## src/shared/spcfg_pkg.sv

```systemverilog
// Shared constants for the switch input pulse and threshold configuration.
package spcfg_pkg;
    localparam int unsigned ADDR_W        = 6;
    localparam int unsigned DATA_W        = 24;
    localparam int unsigned NUM_IN        = 24;
    localparam logic [5:0]  OFS_PULSE_CFG = 6'h1F;
    localparam logic [5:0]  OFS_PULSE_EN  = 6'h20;
    localparam logic [5:0]  OFS_LEVEL_SEL = 6'h21;
    localparam logic [5:0]  OFS_EDGE_EN   = 6'h22;
    localparam int unsigned DUR_LSB       = 4;
    localparam int unsigned DUR_W         = 3;
    localparam int unsigned CUR_LSB       = 0;
    localparam int unsigned CUR_GRPS      = 4;
    localparam int unsigned CUR_GRP_SIZE  = 6;
    localparam int unsigned LVL_GRPS      = 6;
    localparam int unsigned LVL_GRP_SIZE  = 4;
    localparam int unsigned LVL_W         = 2;
    localparam int unsigned PULSE_CFG_W   = 7;
    localparam int unsigned LEVEL_SEL_W   = 12;
    localparam logic [23:0] RESET_VAL     = 24'h000000;
    localparam int unsigned DUR_STEP_US   = 64;
    localparam int unsigned CLK_MHZ       = 50;
    localparam int unsigned DUR_STEP_CYC  = DUR_STEP_US * CLK_MHZ;
    localparam int unsigned CNT_W         = 15;
    typedef enum logic [1:0] {
        LVL_2V0,
        LVL_2V7,
        LVL_3V0,
        LVL_4V0
    } spcfg_level_e;
endpackage : spcfg_pkg

```

## src/hw/spcfg_regs.sv

```systemverilog
// Pulse and comparator threshold configuration register bank with drive.
`timescale 1ns/1ns
`default_nettype none
module spcfg_regs #(
    parameter int unsigned STEP_CYC = spcfg_pkg::DUR_STEP_CYC
) (
    // Clock and reset.
    input  wire logic                          clk_sys,
    input  wire logic                          rst,
    // Register access from the serial host port.
    input  wire logic                          reg_wr,
    input  wire logic                          reg_rd,
    input  wire logic [spcfg_pkg::ADDR_W-1:0]  reg_addr,
    input  wire logic [spcfg_pkg::DATA_W-1:0]  reg_wdata,
    output logic      [spcfg_pkg::DATA_W-1:0]  reg_rdata,
    output logic                               reg_hit,
    // Pulse request from the sequencer.
    input  wire logic                          pulse_start,
    // Analog drive controls and edge interrupt enables.
    output logic                               pulse_active,
    output logic      [spcfg_pkg::NUM_IN-1:0]  pulse_drive,
    output logic      [spcfg_pkg::NUM_IN-1:0]  pulse_high_cur,
    output logic      [2*spcfg_pkg::NUM_IN-1:0] level_sel,
    output logic      [spcfg_pkg::DATA_W-1:0]  edge_int_en
);
    import spcfg_pkg::*;

    logic [PULSE_CFG_W-1:0] pulse_cfg_reg;
    logic [NUM_IN-1:0]      pulse_en_reg;
    logic [LEVEL_SEL_W-1:0] level_sel_reg;
    logic [DATA_W-1:0]      edge_en_reg;
    logic [DUR_W-1:0]       pulse_duration;
    logic [CUR_GRPS-1:0]    pulse_current_grp;
    logic                   sel_cfg;
    logic                   sel_en;
    logic                   sel_lvl;
    logic                   sel_edge;
    logic [DATA_W-1:0]      rdata_next;
    logic                   timer_busy;
    logic [NUM_IN-1:0]      high_cur_map;
    logic [2*NUM_IN-1:0]    level_map;

    assign sel_cfg  = (reg_addr == OFS_PULSE_CFG);
    assign sel_en   = (reg_addr == OFS_PULSE_EN);
    assign sel_lvl  = (reg_addr == OFS_LEVEL_SEL);
    assign sel_edge = (reg_addr == OFS_EDGE_EN);
    assign reg_hit  = sel_cfg | sel_en | sel_lvl | sel_edge;

    assign pulse_duration    = pulse_cfg_reg[DUR_LSB +: DUR_W];
    assign pulse_current_grp = pulse_cfg_reg[CUR_LSB +: CUR_GRPS];

    // Reserved bits are zero-extended on read.
    assign rdata_next =
        sel_cfg  ? DATA_W'(pulse_cfg_reg) :
        sel_en   ? pulse_en_reg :
        sel_lvl  ? DATA_W'(level_sel_reg) :
        sel_edge ? edge_en_reg : RESET_VAL;

    always_ff @(posedge clk_sys or posedge rst) begin
        if (rst) begin
            pulse_cfg_reg <= PULSE_CFG_W'(RESET_VAL);
            pulse_en_reg  <= RESET_VAL;
            level_sel_reg <= LEVEL_SEL_W'(RESET_VAL);
            edge_en_reg   <= RESET_VAL;
        end else if (reg_wr) begin
            if (sel_cfg) begin
                pulse_cfg_reg <= reg_wdata[PULSE_CFG_W-1:0];
            end
            if (sel_en) begin
                pulse_en_reg <= reg_wdata;
            end
            if (sel_lvl) begin
                level_sel_reg <= reg_wdata[LEVEL_SEL_W-1:0];
            end
            if (sel_edge) begin
                edge_en_reg <= reg_wdata;
            end
        end
    end

    always_ff @(posedge clk_sys or posedge rst) begin
        if (rst) begin
            reg_rdata <= RESET_VAL;
        end else if (reg_rd) begin
            reg_rdata <= rdata_next;
        end
    end

    spcfg_pulse_timer #(
        .STEP_CYC (STEP_CYC)
    ) u_timer (
        .clk_sys  (clk_sys),
        .rst      (rst),
        .start    (pulse_start),
        .duration (pulse_duration),
        .busy     (timer_busy)
    );

    // Group current bit fans out to six inputs each, level code to four.
    genvar gi;
    generate
        for (gi = 0; gi < NUM_IN; gi++) begin : g_map
            assign high_cur_map[gi] =
                pulse_current_grp[gi / CUR_GRP_SIZE];
            assign level_map[2*gi +: 2] =
                level_sel_reg[LVL_W*(gi / LVL_GRP_SIZE) +: LVL_W];
        end
    endgenerate

    always_ff @(posedge clk_sys or posedge rst) begin
        if (rst) begin
            pulse_active   <= 1'b0;
            pulse_drive    <= '0;
            pulse_high_cur <= '0;
            level_sel      <= '0;
            edge_int_en    <= '0;
        end else begin
            pulse_active   <= timer_busy;
            pulse_drive    <= timer_busy ? pulse_en_reg : '0;
            pulse_high_cur <= high_cur_map;
            level_sel      <= level_map;
            edge_int_en    <= edge_en_reg;
        end
    end

    mask_gate_a: assert property (@(posedge clk_sys) disable iff (rst)
        (pulse_drive & ~$past(pulse_en_reg)) == '0)
        else $error("pulse drives a disabled input");
    no_drive_idle_a: assert property (@(posedge clk_sys) disable iff (rst)
        !pulse_active |-> pulse_drive == '0)
        else $error("drive outside pulse");
    pulse_short_a: assert property (@(posedge clk_sys) disable iff (rst)
        $rose(timer_busy) && pulse_duration == 3'h0 |->
        timer_busy [*8])
        else $error("pulse ended early");
    cfg_write_a: assert property (@(posedge clk_sys) disable iff (rst)
        reg_wr && sel_cfg |=> pulse_cfg_reg == $past(reg_wdata[6:0]))
        else $error("pulse config not stored");
    en_write_a: assert property (@(posedge clk_sys) disable iff (rst)
        reg_wr && sel_en |=> pulse_en_reg == $past(reg_wdata))
        else $error("enable mask not stored");
    grp_d_cur_a: assert property (@(posedge clk_sys) disable iff (rst)
        ##1 pulse_high_cur[23:18] == {6{$past(pulse_cfg_reg[3])}})
        else $error("group d current wrong");
    grp_c_cur_a: assert property (@(posedge clk_sys) disable iff (rst)
        ##1 pulse_high_cur[17:12] == {6{$past(pulse_cfg_reg[2])}})
        else $error("group c current wrong");
    grp_b_cur_a: assert property (@(posedge clk_sys) disable iff (rst)
        ##1 pulse_high_cur[11:6] == {6{$past(pulse_cfg_reg[1])}})
        else $error("group b current wrong");
    grp_a_cur_a: assert property (@(posedge clk_sys) disable iff (rst)
        ##1 pulse_high_cur[5:0] == {6{$past(pulse_cfg_reg[0])}})
        else $error("group a current wrong");
    lvl_f_a: assert property (@(posedge clk_sys) disable iff (rst)
        ##1 level_sel[47:46] == $past(level_sel_reg[11:10]))
        else $error("level f wrong");
    lvl_e_a: assert property (@(posedge clk_sys) disable iff (rst)
        ##1 level_sel[33:32] == $past(level_sel_reg[9:8]))
        else $error("level e wrong");
    lvl_d_a: assert property (@(posedge clk_sys) disable iff (rst)
        ##1 level_sel[31:30] == $past(level_sel_reg[7:6]))
        else $error("level d wrong");
    lvl_c_a: assert property (@(posedge clk_sys) disable iff (rst)
        ##1 level_sel[17:16] == $past(level_sel_reg[5:4]))
        else $error("level c wrong");
    lvl_b_a: assert property (@(posedge clk_sys) disable iff (rst)
        ##1 level_sel[15:14] == $past(level_sel_reg[3:2]))
        else $error("level b wrong");
    lvl_a_a: assert property (@(posedge clk_sys) disable iff (rst)
        ##1 level_sel[1:0] == $past(level_sel_reg[1:0]))
        else $error("level a wrong");
    reserved_zero_a: assert property (@(posedge clk_sys) disable iff (rst)
        reg_rd && (sel_cfg || sel_lvl) |=> reg_rdata[23:12] == 12'h000)
        else $error("reserved bits not zero");

    // Refuse a step count that the pulse counter cannot hold at code 7.
    generate
        if (STEP_CYC < 1 || STEP_CYC > 2 ** (CNT_W - DUR_W)) begin : g_bad_step
            $error("STEP_CYC out of range");
        end
    endgenerate

    // Check helpers: the duration latched at an accepted start and the
    // number of cycles the timer has been busy so far.
    localparam int unsigned LEN_W = CNT_W + 1;

    logic [DUR_W-1:0] dur_at_start_reg;
    logic [LEN_W-1:0] busy_len_reg;
    logic [LEN_W-1:0] len_exp;
    logic             start_taken;

    assign start_taken = pulse_start & ~timer_busy;
    assign len_exp     = LEN_W'((32'(dur_at_start_reg) + 32'd1) * STEP_CYC);

    always_ff @(posedge clk_sys or posedge rst) begin
        if (rst) begin
            dur_at_start_reg <= '0;
        end else if (start_taken) begin
            dur_at_start_reg <= pulse_duration;
        end
    end

    always_ff @(posedge clk_sys or posedge rst) begin
        if (rst) begin
            busy_len_reg <= '0;
        end else if (timer_busy) begin
            busy_len_reg <= busy_len_reg + LEN_W'(1);
        end else begin
            busy_len_reg <= '0;
        end
    end

    pulse_len_a: assert property (@(posedge clk_sys) disable iff (rst)
        $fell(timer_busy) |-> busy_len_reg == len_exp)
        else $error("pulse length wrong");
    act_follow_a: assert property (@(posedge clk_sys) disable iff (rst)
        ##1 pulse_active == $past(timer_busy))
        else $error("pulse active does not follow timer");
    start_rise_a: assert property (@(posedge clk_sys) disable iff (rst)
        start_taken |=> ##1 pulse_active)
        else $error("pulse did not start");
    drive_mask_a: assert property (@(posedge clk_sys) disable iff (rst)
        pulse_active |-> pulse_drive == $past(pulse_en_reg))
        else $error("drive differs from mask");

    rd_cfg_a: assert property (@(posedge clk_sys) disable iff (rst)
        reg_rd && sel_cfg |=> reg_rdata == DATA_W'($past(pulse_cfg_reg)))
        else $error("pulse config read wrong");
    rd_en_a: assert property (@(posedge clk_sys) disable iff (rst)
        reg_rd && sel_en |=> reg_rdata == $past(pulse_en_reg))
        else $error("enable mask read wrong");
    rd_lvl_a: assert property (@(posedge clk_sys) disable iff (rst)
        reg_rd && sel_lvl |=> reg_rdata == DATA_W'($past(level_sel_reg)))
        else $error("threshold read wrong");
    rd_edge_a: assert property (@(posedge clk_sys) disable iff (rst)
        reg_rd && sel_edge |=> reg_rdata == $past(edge_en_reg))
        else $error("edge enable read wrong");
    rd_unmapped_a: assert property (@(posedge clk_sys) disable iff (rst)
        reg_rd && !reg_hit |=> reg_rdata == '0)
        else $error("unmapped read not zero");
    cfg_rsvd_a: assert property (@(posedge clk_sys) disable iff (rst)
        reg_rd && sel_cfg |=> reg_rdata[23:7] == 17'h00000)
        else $error("config reserved bits not zero");
    rd_stands_a: assert property (@(posedge clk_sys) disable iff (rst)
        !reg_rd |=> $stable(reg_rdata))
        else $error("read data did not hold");

    lvl_write_a: assert property (@(posedge clk_sys) disable iff (rst)
        reg_wr && sel_lvl |=> level_sel_reg == $past(reg_wdata[11:0]))
        else $error("threshold not stored");
    edge_write_a: assert property (@(posedge clk_sys) disable iff (rst)
        reg_wr && sel_edge |=> edge_en_reg == $past(reg_wdata))
        else $error("edge enable not stored");
    wr_ignored_a: assert property (@(posedge clk_sys) disable iff (rst)
        reg_wr && !reg_hit |=>
        $stable(pulse_cfg_reg) && $stable(pulse_en_reg) &&
        $stable(level_sel_reg) && $stable(edge_en_reg))
        else $error("unmapped write changed a register");
    edge_out_a: assert property (@(posedge clk_sys) disable iff (rst)
        ##1 edge_int_en == $past(edge_en_reg))
        else $error("edge enable output wrong");

    // Whole-group checks: every input of a group carries the group code.
    lvl_f_all_a: assert property (@(posedge clk_sys) disable iff (rst)
        ##1 level_sel[47:40] == {4{$past(level_sel_reg[11:10])}})
        else $error("level group f wrong");
    lvl_e_all_a: assert property (@(posedge clk_sys) disable iff (rst)
        ##1 level_sel[39:32] == {4{$past(level_sel_reg[9:8])}})
        else $error("level group e wrong");
    lvl_d_all_a: assert property (@(posedge clk_sys) disable iff (rst)
        ##1 level_sel[31:24] == {4{$past(level_sel_reg[7:6])}})
        else $error("level group d wrong");
    lvl_c_all_a: assert property (@(posedge clk_sys) disable iff (rst)
        ##1 level_sel[23:16] == {4{$past(level_sel_reg[5:4])}})
        else $error("level group c wrong");
    lvl_b_all_a: assert property (@(posedge clk_sys) disable iff (rst)
        ##1 level_sel[15:8] == {4{$past(level_sel_reg[3:2])}})
        else $error("level group b wrong");
    lvl_a_all_a: assert property (@(posedge clk_sys) disable iff (rst)
        ##1 level_sel[7:0] == {4{$past(level_sel_reg[1:0])}})
        else $error("level group a wrong");

    // Drive, active, level and edge enable outputs stay quiet while reset is held.
    rst_drive_a: assert property (@(posedge clk_sys)
        rst |-> pulse_drive == '0 && !pulse_active)
        else $error("drive during reset");
    rst_cfg_out_a: assert property (@(posedge clk_sys)
        rst |-> level_sel == '0 && edge_int_en == '0)
        else $error("outputs not cleared in reset");
endmodule : spcfg_regs
`default_nettype wire

```

## src/hw/spcfg_pulse_timer.sv

```systemverilog
// Cleaning pulse duration timer counting 64 us steps.
`timescale 1ns/1ns
`default_nettype none
module spcfg_pulse_timer #(
    parameter int unsigned STEP_CYC = spcfg_pkg::DUR_STEP_CYC
) (
    // Clock and reset.
    input  wire logic                       clk_sys,
    input  wire logic                       rst,
    // Control.
    input  wire logic                       start,
    input  wire logic [spcfg_pkg::DUR_W-1:0] duration,
    // Status.
    output logic                            busy
);
    import spcfg_pkg::*;

    initial begin
        if (STEP_CYC < 1 || STEP_CYC > 2 ** (CNT_W - DUR_W)) begin
            $error("STEP_CYC out of range");
        end
    end

    logic [CNT_W-1:0] count_reg;
    logic [CNT_W-1:0] load_val;

    assign load_val = CNT_W'((32'(duration) + 32'd1) * STEP_CYC - 32'd1);

    always_ff @(posedge clk_sys or posedge rst) begin
        if (rst) begin
            count_reg <= '0;
            busy      <= 1'b0;
        end else if (start && !busy) begin
            count_reg <= load_val;
            busy      <= 1'b1;
        end else if (busy) begin
            count_reg <= count_reg - CNT_W'(1);
            busy      <= (count_reg != '0);
        end
    end
endmodule : spcfg_pulse_timer
`default_nettype wire

```

## config.mk

```make
export PLATFORM = sky130hd
export DESIGN_NAME = spcfg_regs
export DESIGN_NICKNAME = d
export VERILOG_FILES = /design/src/shared/spcfg_pkg.sv /design/src/hw/spcfg_regs.sv /design/src/hw/spcfg_pulse_timer.sv
export SDC_FILE = /design/constraint.sdc
export NUM_CORES = 1
export LEC_CHECK = 0
export ABC_AREA = 1
export BUFFER_PORTS_ARGS = -buffer_cell sky130_fd_sc_hd__buf_2
export CAP_MARGIN = 10
export CORE_AREA = 5 5 160 131
export DETAILED_ROUTE_END_ITERATION = 12
export DIE_AREA = 0 0 165 136
export PLACE_DENSITY = 0.61
export SETUP_SLACK_MARGIN = 0.02
export SKIP_LAST_GASP = 1
export SLEW_MARGIN = 10
export SYNTH_ARGS = -nofsm -noshare
export SYNTH_HDL_FRONTEND = slang
export SYNTH_HIERARCHICAL = 1
export SYNTH_SLANG_ARGS = --single-unit
```

## constraint.sdc

```tcl
create_clock -name clk_sys -period 4.9 [get_ports clk_sys]
set_input_delay 0.49 -clock clk_sys [delete_from_list [all_inputs] [get_ports clk_sys]]
set_output_delay 0.49 -clock clk_sys [all_outputs]
set_load 0.005 [all_outputs]
```

==> results of run 1 <==
how the worst min path moves through the flow:
stage | slack, ns | cells after the start | startpoint | to
2_1_floorplan | 0.35 | 0 | edge_en_reg[10]$_DFFE_PP0P_ | edge_int_en[10]$_DFF_PP0_
3_3_place_gp | 0.36 | 0 | edge_en_reg[20]$_DFFE_PP0P_ | edge_int_en[20]$_DFF_PP0_
3_5_place_dp | 0.36 | 0 | edge_en_reg[21]$_DFFE_PP0P_ | edge_int_en[21]$_DFF_PP0_
4_1_cts | 0.20 | 2 | rst | u_timer/count_reg[5]$_DFFE_PP0P_
5_1_grt | 0.23 | 2 | rst | u_timer/count_reg[9]$_DFFE_PP0P_
6_report | 0.18 | 2 | rst | u_timer/count_reg[5]$_DFFE_PP0P_
cells in the mapped netlist:
master | count | area share [%]
inv_1 | 98 | 4.9
o221ai_1 | 1 | 0.12
o211ai_1 | 7 | 0.70
ha_1 | 9 | 1.5
nor3_4 | 1 | 0.22
a21oi_1 | 28 | 1.9
a22oi_1 | 1 | 0.10
nor2_1 | 64 | 3.2
clkbuf_1 | 9 | 0.45
nor2_8 | 1 | 0.27
nand2_2 | 4 | 0.33
nor2_4 | 5 | 0.75
nand2_4 | 2 | 0.30
xor2_1 | 1 | 0.12
nand2_1 | 188 | 9.4
nand3_2 | 4 | 0.53
buf_6 | 2 | 0.30
nand4_2 | 1 | 0.17
o21ai_0 | 43 | 2.9
clkinv_1 | 1 | 0.050
buf_1 | 1 | 0.050
o22ai_1 | 14 | 1.2
inv_2 | 3 | 0.15
o31ai_1 | 1 | 0.10
nor3_1 | 1 | 0.067
o21ai_1 | 20 | 1.3
nand4_1 | 12 | 1.0
buf_4 | 58 | 5.8
buf_2 | 12 | 0.80
nor2_2 | 7 | 0.58
conb_1 | 1 | 0.050
dfrtp_1 | 172 | 57
xnor2_1 | 2 | 0.23
nand3_1 | 50 | 3.3
kinds of logic after synthesis:
kind of cell,count (synthesis)
AOI/OAI and AO/OA,115
xor gates and xnor gates,3
adders and majority gates,9
buffers and inverters,184
DFF,172
other,1
and+or+nand+nor,340
worst max-delay path: stages:
cell and delay [ns]:
buf_2 0.09, inv_1 0.06, nor2_4 0.51, nand3_2 0.52, nand3_1 0.24, buf_2 0.14
report_power, final:
part | total (mW) | switching, mW | internal (mW)
sequential | 1.79 | 0.152 | 1.63
clock | 1.47 | 0.587 | 0.879
combinational | 0.585 | 0.343 | 0.242
metal layers:
| layer | vias up | track usage (%) |
|---|---|---|
| met5 | - | 0 |
| met4 | 0 | 6.097 |
| met3 | 28 | 3.547 |
| met2 | 178 | 25.63 |
| met1 | 2668 | 23.42 |
| li1 | 2797 | - |
per-stage QoR:
step                std cells  setup slack (ns)
floorplan                 824            0.2035
global placement         1189             2.313
detailed placement       1189             2.215
CTS                      1220             2.303
global route             1220             2.101
finish                   1220             2.338
cell type report:
cell class / instances / area share (%)
clock inverter: 13 / 2.314
clock buffer: 18 / 4.953
sequential: 172 / 48.56
timing repair buffer: 183 / 10.41
inverter: 102 / 4.375
multi-input combinational: 468 / 25.66
tap: 264 / 3.726
==> flow_summary.toml, run 1 <==
[status]
status = "finished clean"

[final_layout]
seq_area_sq_um = 4305
final_cell_mix = "nand2_1 (188), buf_2 (180), dfrtp_1 (171)"
layout_commonest_cell = "nand2_1"
layout.nets = 988
fin_util_pct = 45.85
antenna_cells = 0
stdcell_area_sq_um = 8866
syn2layout_area_growth_pct = 17.94
drive_gt1_share_pct = 25.52
multiInputGateArea_sq_um = 2275
n_fill_cell = 1922

[die]
initial_core_util_pct = 38.87
rows = 46
die_x_um = 165
die_h_um = 136
ios = 181
dieArea_sq_um = 22440
core_area_sq_um = 19340

[yosys]
synth_mux_area_share_pct = 0
synth-xor-area-share_pct = 0.3495
synth_top_family_by_area = "simple AND/OR/NAND/NOR gates"
syn_area_per_cell_sq_um = 9.123
synth_seq_area_share_pct = 57.26
ys_ff_latch = 172
synth_compound_area_share_pct = 8.239
synth.distinct_cells = 34
syn_inst = 824
synthSimpleGateAreaFrac_pct = 20.12
syn_nets = 868
syn_area_sq_um = 7517
synth_fa_ha_area_share_pct = 1.498
synth_warnings = 6

[placed_design]
portBuffers = 180
detailed_place_hpwl_um = 12920
placed_cell_area_sq_um = 8222
place_congestion = 0.8051

[routing]
via_per_inst = 4.648
wl_um = 18100
drc_errors = 0
drtAntennaViolNets = 0
met2_length_um = 7975
drt_iter0_markers = 389
via_count = 5671
top_layer = "met4"
met1_length_um = 8650
drt-pass1-iter-count = 5
wl_met3_um = 1111
wl_per_cell_um = 14.84

[worst_setup_path]
setup.worst_path.end = "reg_hit"
cp-end-kind = "output port"
cp-startpoint = "reg_addr[5]"
crit_fanout = 31
required_ns = 4.41
worstPathArrival_ns = 2.07
r2r_cells = 10
crit_type = "in2out"
critPathLaunchType = "input pin"
r2r_start = "pulse_cfg_reg[4]$_DFFE_PP0P_"
reg2reg_setup_slack_ns = 2.50
r2r_end = "u_timer/count_reg[13]$_DFFE_PP0P_"

[pwr]
p_leak_nw = 4.849
irDropWorstVdd_mv = 0.2040
finalPower_mw = 3.836
power.density_nw_per_um2 = 432.7

[sta]
final-hold-violation-count = 0
slew_headroom_pct = 32.83
tns_ns = 0
maxSlewViolCount = 0
fmax_mhz = 390.3
rsz0062_at_grt = "no"
setup_violations = 0
fin_crit_ns = 2.562
timing.hold.ws_ns = 0.1794
tightest_slew_ns = 1.005
fin_skew_ns = 0.008843
min_period_over_period_pct = 52.29

[clocking]
cts_tree = "yes"
ctsHoldBuffers = 0
cts.sinks = 172
clockBufferDepth = 2
post_cts_buffers = 0
cts.clk_slew.worst_paths_ns = 0.07
numCtsBuffers = 17
ctsHtreeMaxLevel = 4
root_buffer = "clkbuf_16"
clk_latency_ns = 0.43
post_cts_resized = 0

[global_route]
first_global_vias = 5565
grt_usage_pct = 16.70
grt_start_max_net_pins = 82
grt_overflow = 0
grt_pass1_wl_um = 29150
antenna_found_initial = 0

[job]
maxCapViolations = 0

[min_path]
min_path_type = "in2async"
No activity file was read; power rests on OpenSTA's default activity.
==> run 2, diff against run 1 <==
Clock period 4.9 ns to 2.1 ns, I/O delays scaled along.
==> flow_summary.toml, run 2 (same netlist as run 1, synthesis figures left out) <==
[status]
status = "finished clean"

[routing]
drt-pass1-iter-count = 6
drc_errors = 0
wl_um = 18230
via_count = 5686
drt_iter0_markers = 316
wl_per_cell_um = 14.71
via_per_inst = 4.589
drtAntennaViolNets = 0

[clocking]
clk_latency_ns = 0.42
root_buffer = "clkbuf_16"
ctsHtreeMaxLevel = 4
cts.clk_slew.worst_paths_ns = 0.07
cts_tree = "yes"
clockBufferDepth = 2
numCtsBuffers = 17
cts.sinks = 172

[sta]
rsz0062_at_grt = "no"
tightest_slew_ns = 0.6882
fmax_mhz = 510.9
setup_violations = 0
setup_slack_ns = 0.1426
slew_headroom_pct = 54.07
fin_skew_ns = 0.008166
fin_crit_ns = 1.957
maxSlewViolCount = 0
min_period_over_period_pct = 93.21
final-hold-violation-count = 0
timing.hold.ws_ns = 0.01477

[worst_setup_path]
r2r_cells = 12
worstPathArrival_ns = 2.27
r2r_end = "u_timer/count_reg[14]$_DFFE_PP0P_"
critPathLaunchType = "flop"
worstPathCellList = "buf_4 -> ha_4 -> xor2_1 -> ha_1 -> inv_2 -> nand2_1 -> nor2_2 -> nand3_2 -> inv_1 -> nand2_1 -> nand3_1 -> nand2_1"
cp-end-kind = "flop"
r2r_start = "pulse_cfg_reg[5]$_DFFE_PP0P_"
reg2reg_setup_slack_ns = 0.14
crit_type = "reg2reg"
required_ns = 2.41
cp_common_cell = "nand2_1"
cp_slowest_stage_delay_ns = 0.41
crit_slowest_cell = "dfrtp_1"
crit_fanout = 5

[placed_design]
dp_cells = 1204
placed_cell_area_sq_um = 8378
dp_slack_ns = -0.008180
portBuffers = 180
place_congestion = 0.8612
detailed_place_hpwl_um = 12980

[pwr]
irDropWorstVdd_mv = 0.4526
p_leak_nw = 4.896
power.density_nw_per_um2 = 953.6

[final_layout]
n_fill_cell = 1871
layout.nets = 1007
stdcell_area_sq_um = 9030
layout_commonest_cell = "nand2_1"
layoutNonFillerInstCount = 1239
antenna_cells = 0
final_cell_mix = "nand2_1 (188), buf_2 (180), dfrtp_1 (171)"
multiInputGateArea_sq_um = 2340
seq_area_sq_um = 4305
drive_gt1_share_pct = 27.28
syn2layout_area_growth_pct = 20.12

[global_route]
grt_pass1_wl_um = 29350
grt_usage_pct = 16.62
grt_overflow = 0
grt_start_max_net_pins = 80
first_global_vias = 5535
antenna_found_initial = 0

[min_path]
hp-start = "reg_wdata[16]"
holdPathStages = 3
holdPathEnd = "edge_en_reg[16]$_DFFE_PP0P_"
min_path_type = "in2reg"

[die]
core_area_sq_um = 19340
ios = 181
rows = 46
die_h_um = 136
dieArea_sq_um = 22440
initial_core_util_pct = 38.87
die_x_um = 165

[job]
maxCapViolations = 0
## run 2: changes by cell type in the layout (fill, tap and decap cells not counted), moves of 3 or more
cell / change
buf_4: +13
clkinvlp_4: +6
ha_1: -4
buf_12: +3
bufinv_16: -3
dlygate4sd3_1: +3
ha_4: +3
## run 2: critical path, delay by kind of cell (launching register included)
family | cells | cell delay [ns]
xor+xnor | 1 | 0.18
fa+ha+maj | 2 | 0.55
buf+inv | 3 | 0.30
flops | 1 | 0.41
simple gates | 6 | 0.42
## run 2: repair_timing
action | CTS | global route
pin swaps | 1 | 4
buffers inserted | 1 | 0
hold buffers | 3 | 0
setup endpoints to repair | 2 | 3
gates resized for setup | 3 | 7
endpoints found under the hold margin | 31 | 0
## run 2: final cells by class
type                       count  share of cell area, %
clock buffer                  20                  4.947
clock inverter                11                  1.219
inverter                     102                  4.282
multi-input combinational    468                  25.91
sequential                   172                  47.68
tap                          264                  3.658
timing repair buffer         202                  12.30
## run 2: power by group
group / internal (mW) / switching, mW / leakage (nW)
Clock: 1.67 / 1.34 / 0.257
Combinational: 0.614 / 0.838 / 2.56
Sequential: 3.81 / 0.333 / 2.07
## run 2: through the flow
step                power (mW)    TNS, ns  util, %
CTS                      8.682          0    46.49
global placement         5.594          0    43.32
floorplan                5.143     -12.93        -
detailed placement       5.632  -0.008180    43.32
finish                   8.611          0    46.69
global route             9.107          0    46.69
## run 2: worst max-delay path by stage
stage | depth (start not counted) | slack (ns) | end | start
floorplan | 1 | -0.08 | edge_en_reg[0]$_DFFE_PP0P_ | rst
global placement | 11 | 0.04 | u_timer/count_reg[14]$_DFFE_PP0P_ | pulse_cfg_reg[4]$_DFFE_PP0P_
detailed placement | 11 | -0.008 | u_timer/count_reg[14]$_DFFE_PP0P_ | pulse_cfg_reg[4]$_DFFE_PP0P_
CTS | 12 | 0.04 | u_timer/count_reg[14]$_DFFE_PP0P_ | pulse_cfg_reg[5]$_DFFE_PP0P_
global route | 12 | 0.01 | u_timer/count_reg[14]$_DFFE_PP0P_ | pulse_cfg_reg[4]$_DFFE_PP0P_
finish | 12 | 0.14 | u_timer/count_reg[14]$_DFFE_PP0P_ | pulse_cfg_reg[5]$_DFFE_PP0P_
## run 2: metal layers
layer	part of all wire [%]	up-vias	track usage, %	wire length [um]
li1	-	2829	-	-
met1	48	2672	23.49	8723
met2	45	167	25.61	8234
met3	5.7	18	3.425	1043
met4	1.2	0	5.543	223
met5	0	-	0	0
==> run 3, diff against run 2 <==
Settings changed: MAX_ROUTING_LAYER set to met4.
==> flow_summary.toml, run 3 (same netlist as run 1, synthesis figures left out) <==
[status]
status = "finished clean"

[final_layout]
antenna_cells = 0
drive_gt1_share_pct = 27.28
layout.nets = 1007
layoutNonFillerInstCount = 1239
syn2layout_area_growth_pct = 20.12
n_fill_cell = 1871
layout_commonest_cell = "nand2_1"
final_cell_mix = "nand2_1 (188), buf_2 (180), dfrtp_1 (171)"

[clocking]
cts.clk_slew.worst_paths_ns = 0.07
numCtsBuffers = 17
ctsHtreeMaxLevel = 4
clockBufferDepth = 2
root_buffer = "clkbuf_16"
clk_latency_ns = 0.42
cts.sinks = 172
cts_tree = "yes"

[routing]
drtAntennaViolNets = 0
drc_errors = 0
via_count = 5719
via_per_inst = 4.616
drt_iter0_markers = 318
wl_met3_um = 1120
wl_um = 18210
top_layer = "met4"
drt-pass1-iter-count = 5
wl_per_cell_um = 14.70
met1_length_um = 8678
met2_length_um = 8252

[pwr]
power.density_nw_per_um2 = 953.4
finalPower_mw = 8.609
p_leak_nw = 4.896
irDropWorstVdd_mv = 0.4543

[global_route]
grt_pass1_wl_um = 29340
grt_overflow = 0
antenna_found_initial = 0
grt_start_max_net_pins = 80
first_global_vias = 5524
grt_usage_pct = 17.12

[sta]
fmax_mhz = 509.7
maxSlewViolCount = 0
tightest_slew_ns = 0.6764
tns_ns = 0
rsz0062_at_grt = "no"
setup_violations = 0
slew_headroom_pct = 54.86
final-hold-violation-count = 0
min_period_over_period_pct = 93.43
fin_crit_ns = 1.962
fin_skew_ns = 0.007616

[worst_setup_path]
r2r_end = "u_timer/count_reg[14]$_DFFE_PP0P_"
crit_slowest_cell = "dfrtp_1"
crit_fanout = 5
cp_common_cell = "nand2_1"
setup.worst_path.end = "u_timer/count_reg[14]$_DFFE_PP0P_"
cp-startpoint = "pulse_cfg_reg[5]$_DFFE_PP0P_"
path_buf_inv = 3
worstPathArrival_ns = 2.28
r2r_start = "pulse_cfg_reg[5]$_DFFE_PP0P_"
cp_slowest_stage_delay_ns = 0.41
critPathLaunchType = "flop"
cp.depth = 12
r2r_cells = 12
crit_type = "reg2reg"
required_ns = 2.41
cp-end-kind = "flop"
reg2reg_setup_slack_ns = 0.14
crit_family = "adder cells"
worstPathCellList = "buf_4 -> ha_4 -> xor2_1 -> ha_1 -> inv_2 -> nand2_1 -> nor2_2 -> nand3_2 -> inv_1 -> nand2_1 -> nand3_1 -> nand2_1"

[placed_design]
dp_cells = 1204
portBuffers = 180
place_congestion = 0.8751
detailed_place_hpwl_um = 12980

[die]
ios = 181
dieArea_sq_um = 22440
die_h_um = 136
rows = 46
initial_core_util_pct = 38.87
core_area_sq_um = 19340
die_x_um = 165

[job]
maxCapViolations = 0

[min_path]
min_path_type = "in2reg"
[run 3: how the worst min path moves through the flow]
stage	from	endpoint	slack, ns	cells after the start
global route	reg_wdata[19]	edge_en_reg[19]$_DFFE_PP0P_	0.003	3
detailed placement	rst	reg_rdata[1]$_DFFE_PP0P_	0.24	2
global placement	rst	pulse_high_cur[18]$_DFF_PP0_	0.24	2
finish	reg_wdata[9]	edge_en_reg[9]$_DFFE_PP0P_	0.01	3
CTS	reg_wdata[11]	edge_en_reg[11]$_DFFE_PP0P_	0.003	3
floorplan	rst	u_timer/busy$_DFF_PP0_	0.12	1
[run 3: layout make-up]
cell class	count	area (sq um)	share of cell area, %
Clock buffer	20	446.7	4.947
Timing Repair Buffer	202	1111	12.30
Multi-Input combinational cell	468	2340	25.91
Inverter	102	386.6	4.282
Tap cell	264	330.3	3.658
Clock inverter	11	110.1	1.219
Sequential cell	172	4305	47.68
[run 3: where the power goes]
group	switching, mW	leakage [nW]	internal, mW	total (mW)
registers	0.335	2.07	3.81	4.15
logic	0.838	2.56	0.614	1.45
clock network	1.33	0.257	1.67	3.01
[run 3: timing repair]
action	4_1_cts	5_1_grt
hold buffers	3	0
buffers inserted	1	0
setup endpoints to repair	2	3
gates resized for setup	3	7
cloned	0	0
hold endpoints to repair	31	0
pin swaps	1	4
[run 3: worst reg2reg max path, stage by stage, from the launching register on]
cell and delay (ns):
dfrtp_1 0.41, buf_4 0.17, ha_4 0.23, xor2_1 0.18
ha_1 0.32, inv_2 0.07, nand2_1 0.06, nor2_2 0.10
nand3_2 0.10, inv_1 0.06, nand2_1 0.04, nand3_1 0.06
nand2_1 0.06
[run 3: through the flow]
stage	hold slack [ns]	util (%)	area [sq um]	setup WS, ns
floorplan	0.1237	-	7528	-0.08289
global placement	0.2397	43.32	8378	0.04408
detailed placement	0.2418	43.32	8378	-0.008180
CTS	0.002727	46.49	8990	0.04481
global route	0.002924	46.69	9030	0.01397
finish	0.01440	46.69	9030	0.1380
[run 3: per-layer routing]
metal | vias up | track usage, %
li1 | 2834 | -
met1 | 2688 | 23.58
met2 | 183 | 25.59
met3 | 14 | 3.728
met5 | - | -
met4 | 0 | 4.988
